--- config.mk ---
export PLATFORM = sky130hd
export DESIGN_NAME = temperature_result_readout
export DESIGN_NICKNAME = d
export VERILOG_FILES = /design/src/design/temperature_result_readout.v
export VERILOG_INCLUDE_DIRS = /design/src /design/src/design
export SDC_FILE = /design/constraint.sdc
export NUM_CORES = 1
export LEC_CHECK = 0
export ABC_CLOCK_PERIOD_IN_PS = 3400
export BUFFER_PORTS_ARGS = -buffer_cell sky130_fd_sc_hd__buf_2
export CORE_ASPECT_RATIO = 1.2
export CORE_MARGIN = 1.5
export CORE_UTILIZATION = 60
export CTS_BUF_LIST = sky130_fd_sc_hd__clkbuf_4 sky130_fd_sc_hd__clkbuf_8 sky130_fd_sc_hd__clkbuf_16
export CTS_CLUSTER_DIAMETER = 50
export DETAILED_ROUTE_END_ITERATION = 10
export HOLD_SLACK_MARGIN = 0.05
export PLACE_DENSITY = 0.84
export SLEW_MARGIN = 10
export SYNTH_ARGS = -nofsm -noshare
export SYNTH_HDL_FRONTEND = slang
export SYNTH_SLANG_ARGS = --single-unit
--- constraint.sdc ---
create_clock -name i_clk_sys -period 3.4 [get_ports i_clk_sys]
set_clock_uncertainty 0.1 [all_clocks]
set_input_delay 0.17 -clock i_clk_sys [delete_from_list [all_inputs] [get_ports i_clk_sys]]
set_output_delay 0.17 -clock i_clk_sys [all_outputs]
set_load 0.02 [all_outputs]
--- src/design/temperature_result_readout_defines.vh ---
// constants for the temperature result readout block
`ifndef TEMPERATURE_RESULT_READOUT_DEFINES_VH
`define TEMPERATURE_RESULT_READOUT_DEFINES_VH

// register selector value of the result register and reset values
`define TEMP_RESULT_OFFSET 2'h0
`define TEMP_RESULT_RESET 16'h0000
`define POINTER_RESET 2'h0

// field layout of the result word
`define TEMP_SIGN_BIT 15
`define TEMP_VALUE_LSB 4

// fixed upper nibble of the bus address
`define DEV_ADDR_FIXED 4'h9

// resolution_select codes
`define RES_9BIT 2'h0
`define RES_10BIT 2'h1
`define RES_11BIT 2'h2
`define RES_12BIT 2'h3

// zero-fill masks per resolution
`define MASK_9BIT 16'hFF80
`define MASK_10BIT 16'hFFC0
`define MASK_11BIT 16'hFFE0
`define MASK_12BIT 16'hFFF0

// conversion_duration at 9 bits, in ms, and clock rate in kHz
`define CONV_9BIT_MS 22'd25
`define CLK_KHZ 22'd10000
`define CONV_9BIT_CYCLES (`CONV_9BIT_MS * `CLK_KHZ)

// bus state codes
`define ST_IDLE 3'h0
`define ST_ADDR 3'h1
`define ST_ADDR_ACK 3'h2
`define ST_WR_BYTE 3'h3
`define ST_WR_ACK 3'h4
`define ST_RD_BYTE 3'h5
`define ST_RD_ACK 3'h6

`endif

--- src/design/temperature_result_readout.v ---
// two-wire slave that reads out the temperature result register
//
// Summary of operation
// - 16-bit result register, read-only over bus
// - two's complement, unused low bits zero
// - bit 15 holds sign
// - value left-aligned; zero-fill by resolution
// - 12-bit: bit 4 weighs 1/16 degree
// - reads never disturb background conversions
// - new result loads only when not read
// - address 1001 plus straps plus one acknowledged
// - upper byte first, master ack gets lower
// - nack after lower byte releases data line
// - ack after lower byte restarts upper byte
// - nack after upper byte skips lower byte
// - result reads zero after reset
// - writes to result register get nack
// - resolution code picks bits, doubling conversion time
// - pointer resets to result register
`timescale 1ns/1ns
`default_nettype none
`include "temperature_result_readout_defines.vh"

module temperature_result_readout #(
  parameter [21:0] CONV_9BIT_CYCLES = `CONV_9BIT_CYCLES
) (
  // clock and reset
  input wire i_clk_sys,
  input wire i_sys_rst,
  // two-wire bus pins
  input wire i_scl,
  input wire i_sda_in,
  output wire o_sda_out,
  output wire o_sda_oe,
  // address strap pins
  input wire [2:0] i_address_strap_pins,
  // converter side, same clock
  input wire [11:0] i_adc_sample,
  input wire [1:0] i_resolution_select,
  // state seen by the rest of the device
  output wire [15:0] o_temperature_result,
  output wire [1:0] o_pointer_value,
  output wire o_conversion_done
);

  // zero-fill mask for a resolution code
  function [15:0] res_mask;
    input [1:0] res;
    begin
      case (res)
        `RES_9BIT: res_mask = `MASK_9BIT;
        `RES_10BIT: res_mask = `MASK_10BIT;
        `RES_11BIT: res_mask = `MASK_11BIT;
        default: res_mask = `MASK_12BIT;
      endcase
    end
  endfunction

  // conversion length in cycles, doubling per resolution step
  function [21:0] conv_limit;
    input [1:0] res;
    begin
      conv_limit = CONV_9BIT_CYCLES << res;
    end
  endfunction

  // pin synchronisers
  reg scl_meta_r;
  reg scl_sync_r;
  reg scl_prev_r;
  reg sda_meta_r;
  reg sda_sync_r;
  reg sda_prev_r;
  reg [2:0] strap_meta_r;
  reg [2:0] strap_sync_r;

  // bus engine state
  reg [2:0] state_r;
  reg [7:0] shift_r;
  reg [2:0] bit_cnt_r;
  reg rw_r;
  reg ack_on_r;
  reg ack_ok_r;
  reg wr_first_r;
  reg byte_lo_r;
  reg sda_oe_r;
  reg sda_out_r;
  reg [1:0] pointer_r;

  // conversion and result state
  reg [21:0] conv_cnt_r;
  reg [15:0] result_r;
  reg [15:0] pending_r;
  reg pending_vld_r;
  reg conv_done_r;

  wire scl_rise;
  wire scl_fall;
  wire start_cond;
  wire stop_cond;
  wire reading;
  wire [7:0] addr_byte;
  wire [15:0] rd_word;
  wire [15:0] fresh_value;
  wire conv_end;

  assign scl_rise = scl_sync_r & ~scl_prev_r;
  assign scl_fall = ~scl_sync_r & scl_prev_r;
  assign start_cond = scl_sync_r & scl_prev_r & sda_prev_r & ~sda_sync_r;
  assign stop_cond = scl_sync_r & scl_prev_r & ~sda_prev_r & sda_sync_r;
  assign addr_byte = {shift_r[6:0], sda_sync_r};
  // other selector values belong to registers outside this block
  assign rd_word = (pointer_r == `TEMP_RESULT_OFFSET) ? result_r : 16'h0000;
  // holding the word while it goes out keeps the two bytes consistent
  assign reading = rw_r & ((state_r == `ST_ADDR_ACK) | (state_r == `ST_RD_BYTE) | (state_r == `ST_RD_ACK));
  assign fresh_value = {i_adc_sample, 4'h0} & res_mask(i_resolution_select);
  assign conv_end = (conv_cnt_r >= conv_limit(i_resolution_select) - 22'd1);

  always @(posedge i_clk_sys) begin
    if (i_sys_rst) begin
      scl_meta_r <= 1'b1;
      scl_sync_r <= 1'b1;
      scl_prev_r <= 1'b1;
      sda_meta_r <= 1'b1;
      sda_sync_r <= 1'b1;
      sda_prev_r <= 1'b1;
      strap_meta_r <= 3'h0;
      strap_sync_r <= 3'h0;
    end else begin
      scl_meta_r <= i_scl;
      scl_sync_r <= scl_meta_r;
      scl_prev_r <= scl_sync_r;
      sda_meta_r <= i_sda_in;
      sda_sync_r <= sda_meta_r;
      sda_prev_r <= sda_sync_r;
      strap_meta_r <= i_address_strap_pins;
      strap_sync_r <= strap_meta_r;
    end
  end

  // background conversions run regardless of bus activity
  always @(posedge i_clk_sys) begin
    if (i_sys_rst) begin
      conv_cnt_r <= 22'd0;
      result_r <= `TEMP_RESULT_RESET;
      pending_r <= `TEMP_RESULT_RESET;
      pending_vld_r <= 1'b0;
      conv_done_r <= 1'b0;
    end else begin
      conv_done_r <= conv_end;
      if (conv_end) begin
        conv_cnt_r <= 22'd0;
      end else begin
        conv_cnt_r <= conv_cnt_r + 22'd1;
      end
      if (conv_end && !reading) begin
        result_r <= fresh_value;
        pending_vld_r <= 1'b0;
      end else if (conv_end) begin
        pending_r <= fresh_value;
        pending_vld_r <= 1'b1;
      end else if (pending_vld_r && !reading) begin
        result_r <= pending_r & res_mask(i_resolution_select);
        pending_vld_r <= 1'b0;
      end
    end
  end

  // bus engine: sample on scl rise, drive on scl fall
  always @(posedge i_clk_sys) begin
    if (i_sys_rst) begin
      state_r <= `ST_IDLE;
      shift_r <= 8'h00;
      bit_cnt_r <= 3'h0;
      rw_r <= 1'b0;
      ack_on_r <= 1'b0;
      ack_ok_r <= 1'b0;
      wr_first_r <= 1'b0;
      byte_lo_r <= 1'b0;
      sda_oe_r <= 1'b0;
      sda_out_r <= 1'b0;
      pointer_r <= `POINTER_RESET;
    end else begin
      sda_out_r <= 1'b0;
      if (start_cond) begin
        state_r <= `ST_ADDR;
        bit_cnt_r <= 3'h0;
        rw_r <= 1'b0;
        ack_on_r <= 1'b0;
        sda_oe_r <= 1'b0;
      end else if (stop_cond) begin
        state_r <= `ST_IDLE;
        rw_r <= 1'b0;
        ack_on_r <= 1'b0;
        sda_oe_r <= 1'b0;
      end else begin
        case (state_r)
          `ST_ADDR: begin
            if (scl_rise) begin
              shift_r <= addr_byte;
              bit_cnt_r <= bit_cnt_r + 3'h1;
              if (bit_cnt_r == 3'h7) begin
                if (addr_byte[7:1] == {`DEV_ADDR_FIXED, strap_sync_r}) begin
                  state_r <= `ST_ADDR_ACK;
                  rw_r <= addr_byte[0];
                end else begin
                  state_r <= `ST_IDLE;
                end
              end
            end
          end
          `ST_ADDR_ACK: begin
            if (scl_fall && !ack_on_r) begin
              sda_oe_r <= 1'b1;
              ack_on_r <= 1'b1;
            end else if (scl_fall) begin
              ack_on_r <= 1'b0;
              bit_cnt_r <= 3'h0;
              if (rw_r) begin
                state_r <= `ST_RD_BYTE;
                byte_lo_r <= 1'b0;
                shift_r <= rd_word[15:8];
                sda_oe_r <= ~rd_word[15];
              end else begin
                state_r <= `ST_WR_BYTE;
                wr_first_r <= 1'b1;
                sda_oe_r <= 1'b0;
              end
            end
          end
          `ST_WR_BYTE: begin
            if (scl_rise) begin
              shift_r <= addr_byte;
              bit_cnt_r <= bit_cnt_r + 3'h1;
              if (bit_cnt_r == 3'h7) begin
                state_r <= `ST_WR_ACK;
                wr_first_r <= 1'b0;
                if (wr_first_r) begin
                  ack_ok_r <= 1'b1;
                  // out-of-range selector values are acked but ignored
                  if (addr_byte[7:2] == 6'h00) begin
                    pointer_r <= addr_byte[1:0];
                  end
                end else begin
                  ack_ok_r <= (pointer_r != `TEMP_RESULT_OFFSET);
                end
              end
            end
          end
          `ST_WR_ACK: begin
            if (scl_fall && !ack_on_r) begin
              if (ack_ok_r) begin
                sda_oe_r <= 1'b1;
                ack_on_r <= 1'b1;
              end else begin
                state_r <= `ST_IDLE;
                sda_oe_r <= 1'b0;
              end
            end else if (scl_fall) begin
              ack_on_r <= 1'b0;
              sda_oe_r <= 1'b0;
              bit_cnt_r <= 3'h0;
              state_r <= `ST_WR_BYTE;
            end
          end
          `ST_RD_BYTE: begin
            if (scl_fall) begin
              if (bit_cnt_r == 3'h7) begin
                state_r <= `ST_RD_ACK;
                sda_oe_r <= 1'b0;
              end else begin
                shift_r <= {shift_r[6:0], 1'b0};
                sda_oe_r <= ~shift_r[6];
                bit_cnt_r <= bit_cnt_r + 3'h1;
              end
            end
          end
          `ST_RD_ACK: begin
            if (scl_rise && sda_sync_r) begin
              state_r <= `ST_IDLE;
              rw_r <= 1'b0;
            end else if (scl_fall) begin
              state_r <= `ST_RD_BYTE;
              bit_cnt_r <= 3'h0;
              byte_lo_r <= ~byte_lo_r;
              if (byte_lo_r) begin
                shift_r <= rd_word[15:8];
                sda_oe_r <= ~rd_word[15];
              end else begin
                shift_r <= rd_word[7:0];
                sda_oe_r <= ~rd_word[7];
              end
            end
          end
          default: begin
            state_r <= `ST_IDLE;
            sda_oe_r <= 1'b0;
          end
        endcase
      end
    end
  end

  assign o_sda_out = sda_out_r;
  assign o_sda_oe = sda_oe_r;
  assign o_temperature_result = result_r;
  assign o_pointer_value = pointer_r;
  assign o_conversion_done = conv_done_r;

endmodule // temperature_result_readout

`default_nettype wire

; ---- Word-level counts from Yosys, hierarchy flattened
; Cells that the tools add are included.
[op_classes]
shifts = 1
order_cmp = 1
reduce_logical = 37
n_mux = 81
n_eq_ne = 44
addsub = 3
bitwise = 24
[ops]
columns = op, n
row1 = 16-bit two-way mux, 8
row2 = 7-bit two-way mux, 9
row3 = 3-bit two-way mux, 20
row4 = 1-bit two-way mux, 34
row5 = 11-bit AND reduction, 3
row6 = 16-bit AND, 2
row7 = "2-bit inequality test, second input constant", 14
row8 = "4-bit inequality test, second input constant", 7
row9 = 7-bit one-hot mux with 4 select lines, 1
row10 = "22-bit by 1-bit adder with 22-bit output, second input constant", 1
row11 = 22-bit >= comparator, 1
row12 = "18-bit by 2-bit left shift with 22-bit output, first input constant", 1
row13 = "22-bit by 1-bit subtractor with 22-bit output, second input constant", 1
row14 = 7-bit one-hot mux with 3 select lines, 1
row15 = 3-bit one-hot mux with 6 select lines, 1
row16 = 8-bit AND reduction, 2
row17 = 7-bit AND reduction, 2
row18 = 2-bit nonzero test, 7
row19 = "3-bit equality test, second input constant", 4
row20 = 1-bit NOT, 12
row21 = 3-bit one-hot mux with 4 select lines, 1
row22 = "5-bit inequality test, second input constant", 2
row23 = 5-bit AND reduction, 2
row24 = 2-bit OR reduction, 5
row25 = other kinds (24), 50
[totals]
ff_bits = 89
in_bits = 21
output_inout_bits = 21
wordCells = 215

; ---- Longest topological paths before layout
[depth]
depth_word = 14
ltp_mapped = 12
mapped_depth_nobuf = 11

; ---- Worst setup path before layout
; OpenSTA, ideal clock, no wires.
[synth_path]
kind = input-to-reg
startpoint = input port i_resolution_select[1]
endpoint = register result_r[10] (netlist: o_temperature_result[10])
path_stages = 11
t_required_ns = 3.141
arrival_ns = 2.555
slack_ns = 0.586
path_cell_list = inv_1 -> ha_1 -> inv_1 -> a2111oi_0 -> ha_1 -> a21oi_1 -> nor2_1 -> a2111oi_4 -> nand3_2 -> nor2_2 -> a221oi_1
[synth_via]
elab_chain_len = 6
elab_cells_between_ends = 8
[synth_lines]
columns = item, line
row1 = from (decl), temperature_result_readout.v:39  ; input wire [1:0] i_resolution_select,
row2 = 18-bit by 2-bit left shift with 22-bit output *, temperature_result_readout.v:63  ; conv_limit = CONV_9BIT_CYCLES << res;
row3 = 22-bit by 1-bit subtractor with 22-bit output *, temperature_result_readout.v:117  ; assign conv_end = (conv_cnt_r >= conv_limit(i_resolution_select) - 22'd1);
row4 = 22-bit >= comparator *, temperature_result_readout.v:117
row5 = 1-bit logical AND, temperature_result_readout.v:156  ; if (conv_end && !reading) begin
row6 = 2-bit by 1-bit inequality test with 1-bit output (no source line) or 2-bit nonzero test (tied branches), -
row7 = 2-bit AND reduction (no source line), -
row8 = to (signal assigned), temperature_result_readout.v:145  ; result_r <= `TEMP_RESULT_RESET;
row9 = to (signal assigned), temperature_result_readout.v:157  ; result_r <= fresh_value;
row10 = to (signal assigned), temperature_result_readout.v:163  ; result_r <= pending_r & res_mask(i_resolution_select);
row11 = to (decl), temperature_result_readout.v:92  ; reg [15:0] result_r;
; Every way passes the cells marked *; elsewhere a longest branch is shown, timed or not.
; A chain may end at the register's enable or synchronous reset.

; ---- Worst setup path after layout
[layout_path]
startpoint = input port i_resolution_select[1]
endpoint = register result_r[13] (netlist: o_temperature_result[13])
; Same word-level chain as after synthesis.

==> run metrics <==
Port Buf Inserts 36; largest net degree at the start of global routing 46; Post-DP Area 4692 sq um; post-CTS setup buffers 0; Unique masters post-synth between 60 and 70; Post-synth EDFFs 0; I/O pins 42; core area about 7200 sq um; WS Path Type in -> reg; dpl ws 135.2 ps; Worst EP required approximately 3500 ps; residual DRC count 0; Final Setup Violations 0; setup ws final 454.1 ps; Placer Congestion 0.9054; cells on worst reg2reg path 9; CP Capture Point o_temperature_result[13]; Fin. Hold Viols 0; CP Max Fanout 9; end-of-flow core utilization between 70% and 80%; Die Wd 81.72 um; startpoint types input port; CTS H-Tree Depth 3; Starting Density 61.70%; sequential cell area 1622 sq um; number of clock sinks 81; cts bufs inserted 9; CP Data Arrival Time just over 3000 ps; TNS Setup 0 ps; Worst VDD drop 0.2920 mV; FP Rows 34; DR vias 3937; Slew headroom 45.83%; vias in the first global route 3861; height of the die roughly 97 um; ratio of cells with drive above 1 in the final layout 13.21%; Slew Viols, Final 0; hold crit path type in -> reg; worst flop-to-flop path startpoint scl_sync_r; Worst R2R End shift_r[2]; CP endpoint kind flop; Tmin final 2946 ps; status complete, no violations; register area share after synthesis 36.34%; PwrDens about 370 nW/um^2; first-pass GRT wire length 17.77 mm; clk buf depth 2; post-route cell area 5075 sq um; Layout area overhead 13.74%; initial drt markers 274; detailed placement HPWL 7.284 mm; Post-Synthesis Cells between 500 and 600; Critical Path Start i_resolution_select[1]; Finished Layout Cells 673; async set-reset flop share out of synthesis 0%; full die area 7965 sq um; slew of the pin with the lowest slew margin 808.8 ps; CTS Root Cell clkbuf_8; layout net count 628; CTS tree built; syn avg cell area 8.434 sq um; Worst-Skew Late Latency 370 ps; GRT Overall Usage ~28%; Seq cells post-synth 81; number of diodes 0; Tcrit/Tclk final 86.64%; Via density 5.850; RSZ-0062 raised after global routing false; r2r setup slk a little under 600 ps; clock-pin slew on the worst setup and hold paths ~100 ps; fmax 339.5 MHz; Leakage about 2.1 nW; total iterations of the first detailed-routing run 5; placed cell count 640; Synth Warn # 0; top_reg_cell synth dfxtp_1; Routed Antenna Nets 0; initial antenna violation count 0; MaxCap Viol Count 0; gr ovfl total 0; Routed wire per std cell 15.51 um; multi-input logic area between 2000 and 3000 sq um; fill count about 540; final wirelength ~10 mm; Cell Area, Synth ~4500 sq um
==> worst min-delay path by stage <==
stage / startpoint / end / slack [ps] / cells after the start
2_1_floorplan: i_scl / scl_meta_r / 170 / 1
3_3_place_gp: i_sda_in / sda_meta_r / 250 / 2
3_5_place_dp: i_scl / scl_meta_r / 250 / 2
4_1_cts: i_sys_rst / pending_r[10] / 260 / 2
5_1_grt: i_sys_rst / pending_r[13] / 300 / 2
6_report: i_sys_rst / pending_r[12] / 250 / 2
==> worst max-delay path, cell delays in order <==
cell,delay [ps]
buf_2,130
inv_1,120
ha_1,300
inv_1,40
a2111oi_0,450
ha_1,330
a21oi_1,140
nor2_1,80
a2111oi_4,510
nand3_2,250
nor2_2,370
a221oi_1,150
==> where the power goes <==
part	total (mW)	switching, mW	internal, mW
Combinational	0.143	0.0828	0.0604
Clock	0.766	0.396	0.370
Sequential	0.972	0.0115	0.961
Total	1.88	0.490	1.39
==> registers in the layout, summed over array words and instances, names as in the netlist, 3 cells and up <==
register and cells:
shift_r 7, o_temperature_result 12, strap_meta_r 3, conv_cnt_r 22, pending_r 12, bit_cnt_r 3
state_r 3, strap_sync_r 3
==> cell usage in the layout (no fill, tap or decap), types with 10 or more instances in the layout <==
cell type	n
nand2_1	34
clkbuf_8	10
nor2b_1	14
mux2i_1	22
a221oi_1	12
xor2_1	12
dfxtp_1	81
buf_2	36
dlygate4sd3_1	17
ha_1	29
nand3_1	12
inv_1	39
nor3_1	29
nor2_1	66
o21ai_0	23
xnor2_1	12
a21oi_1	21
==> area by class of cell <==
type	instances	area share (%)
multi-input cells	387	50.81
flip-flops and latches	81	31.95
repair buffers	60	7.939
inverters	39	2.885
clock buffers	10	2.712
well taps	90	2.219
clock inverters	6	1.479
==> routing by layer <==
| metal | GRT usage [%] | routed length, um | vias up |
|---|---|---|---|
| met5 | 0 | 0 | - |
| met4 | 14.21 | 300 | 0 |
| met3 | 4.413 | 423 | 30 |
| met2 | 46.28 | 5143 | 111 |
| met1 | 35.77 | 4569 | 1864 |
| li1 | - | - | 1932 |
==> Yosys cell counts (14+ instances only) <==
| master | instances | area (sq um) |
|---|---|---|
| dfxtp_1 | 81 | 1622 |
| nor2_1 | 66 | 247.7 |
| inv_1 | 39 | 146.4 |
| nand2_1 | 34 | 127.6 |
| ha_1 | 29 | 362.9 |
| nor3_1 | 29 | 145.1 |
| o21ai_0 | 23 | 115.1 |
| mux2i_1 | 22 | 220.2 |
| a21oi_1 | 21 | 105.1 |
| clkbuf_1 | 14 | 52.55 |
| nor2b_1 | 14 | 87.58 |
==> what timing repair did <==
| item | CTS | global route |
|---|---|---|
| endpoints found under the hold margin | 27 | 0 |
| resized for setup | 0 | 0 |
| hold buffers | 17 | 0 |
| setup endpoints to repair | 0 | 0 |
==> through the flow <==
stage          power [mW]  hold WS, ps
6_report            1.881        249.9
5_1_grt             1.943        299.6
4_1_cts             1.881        257.0
3_5_place_dp        1.120        254.9
3_3_place_gp        1.115        254.6
2_1_floorplan       1.085        173.8
==> logic make-up (layout without fill, tap and decap cells) <==
logic type / count (synthesis) / count (layout) / share of synthesized area, %
mux: 22 / 22 / 4.935
fa+ha+maj: 29 / 29 / 8.132
simple gates: 204 / 204 / 22.97
compound gates: 102 / 102 / 16.54
xor+xnor: 24 / 24 / 4.711
buf+inv: 65 / 115 / 6.197
other cells: 2 / 6 / 0.1683
flops: 81 / 81 / 36.34
Note: power is estimated with default switching activity, not from simulation.
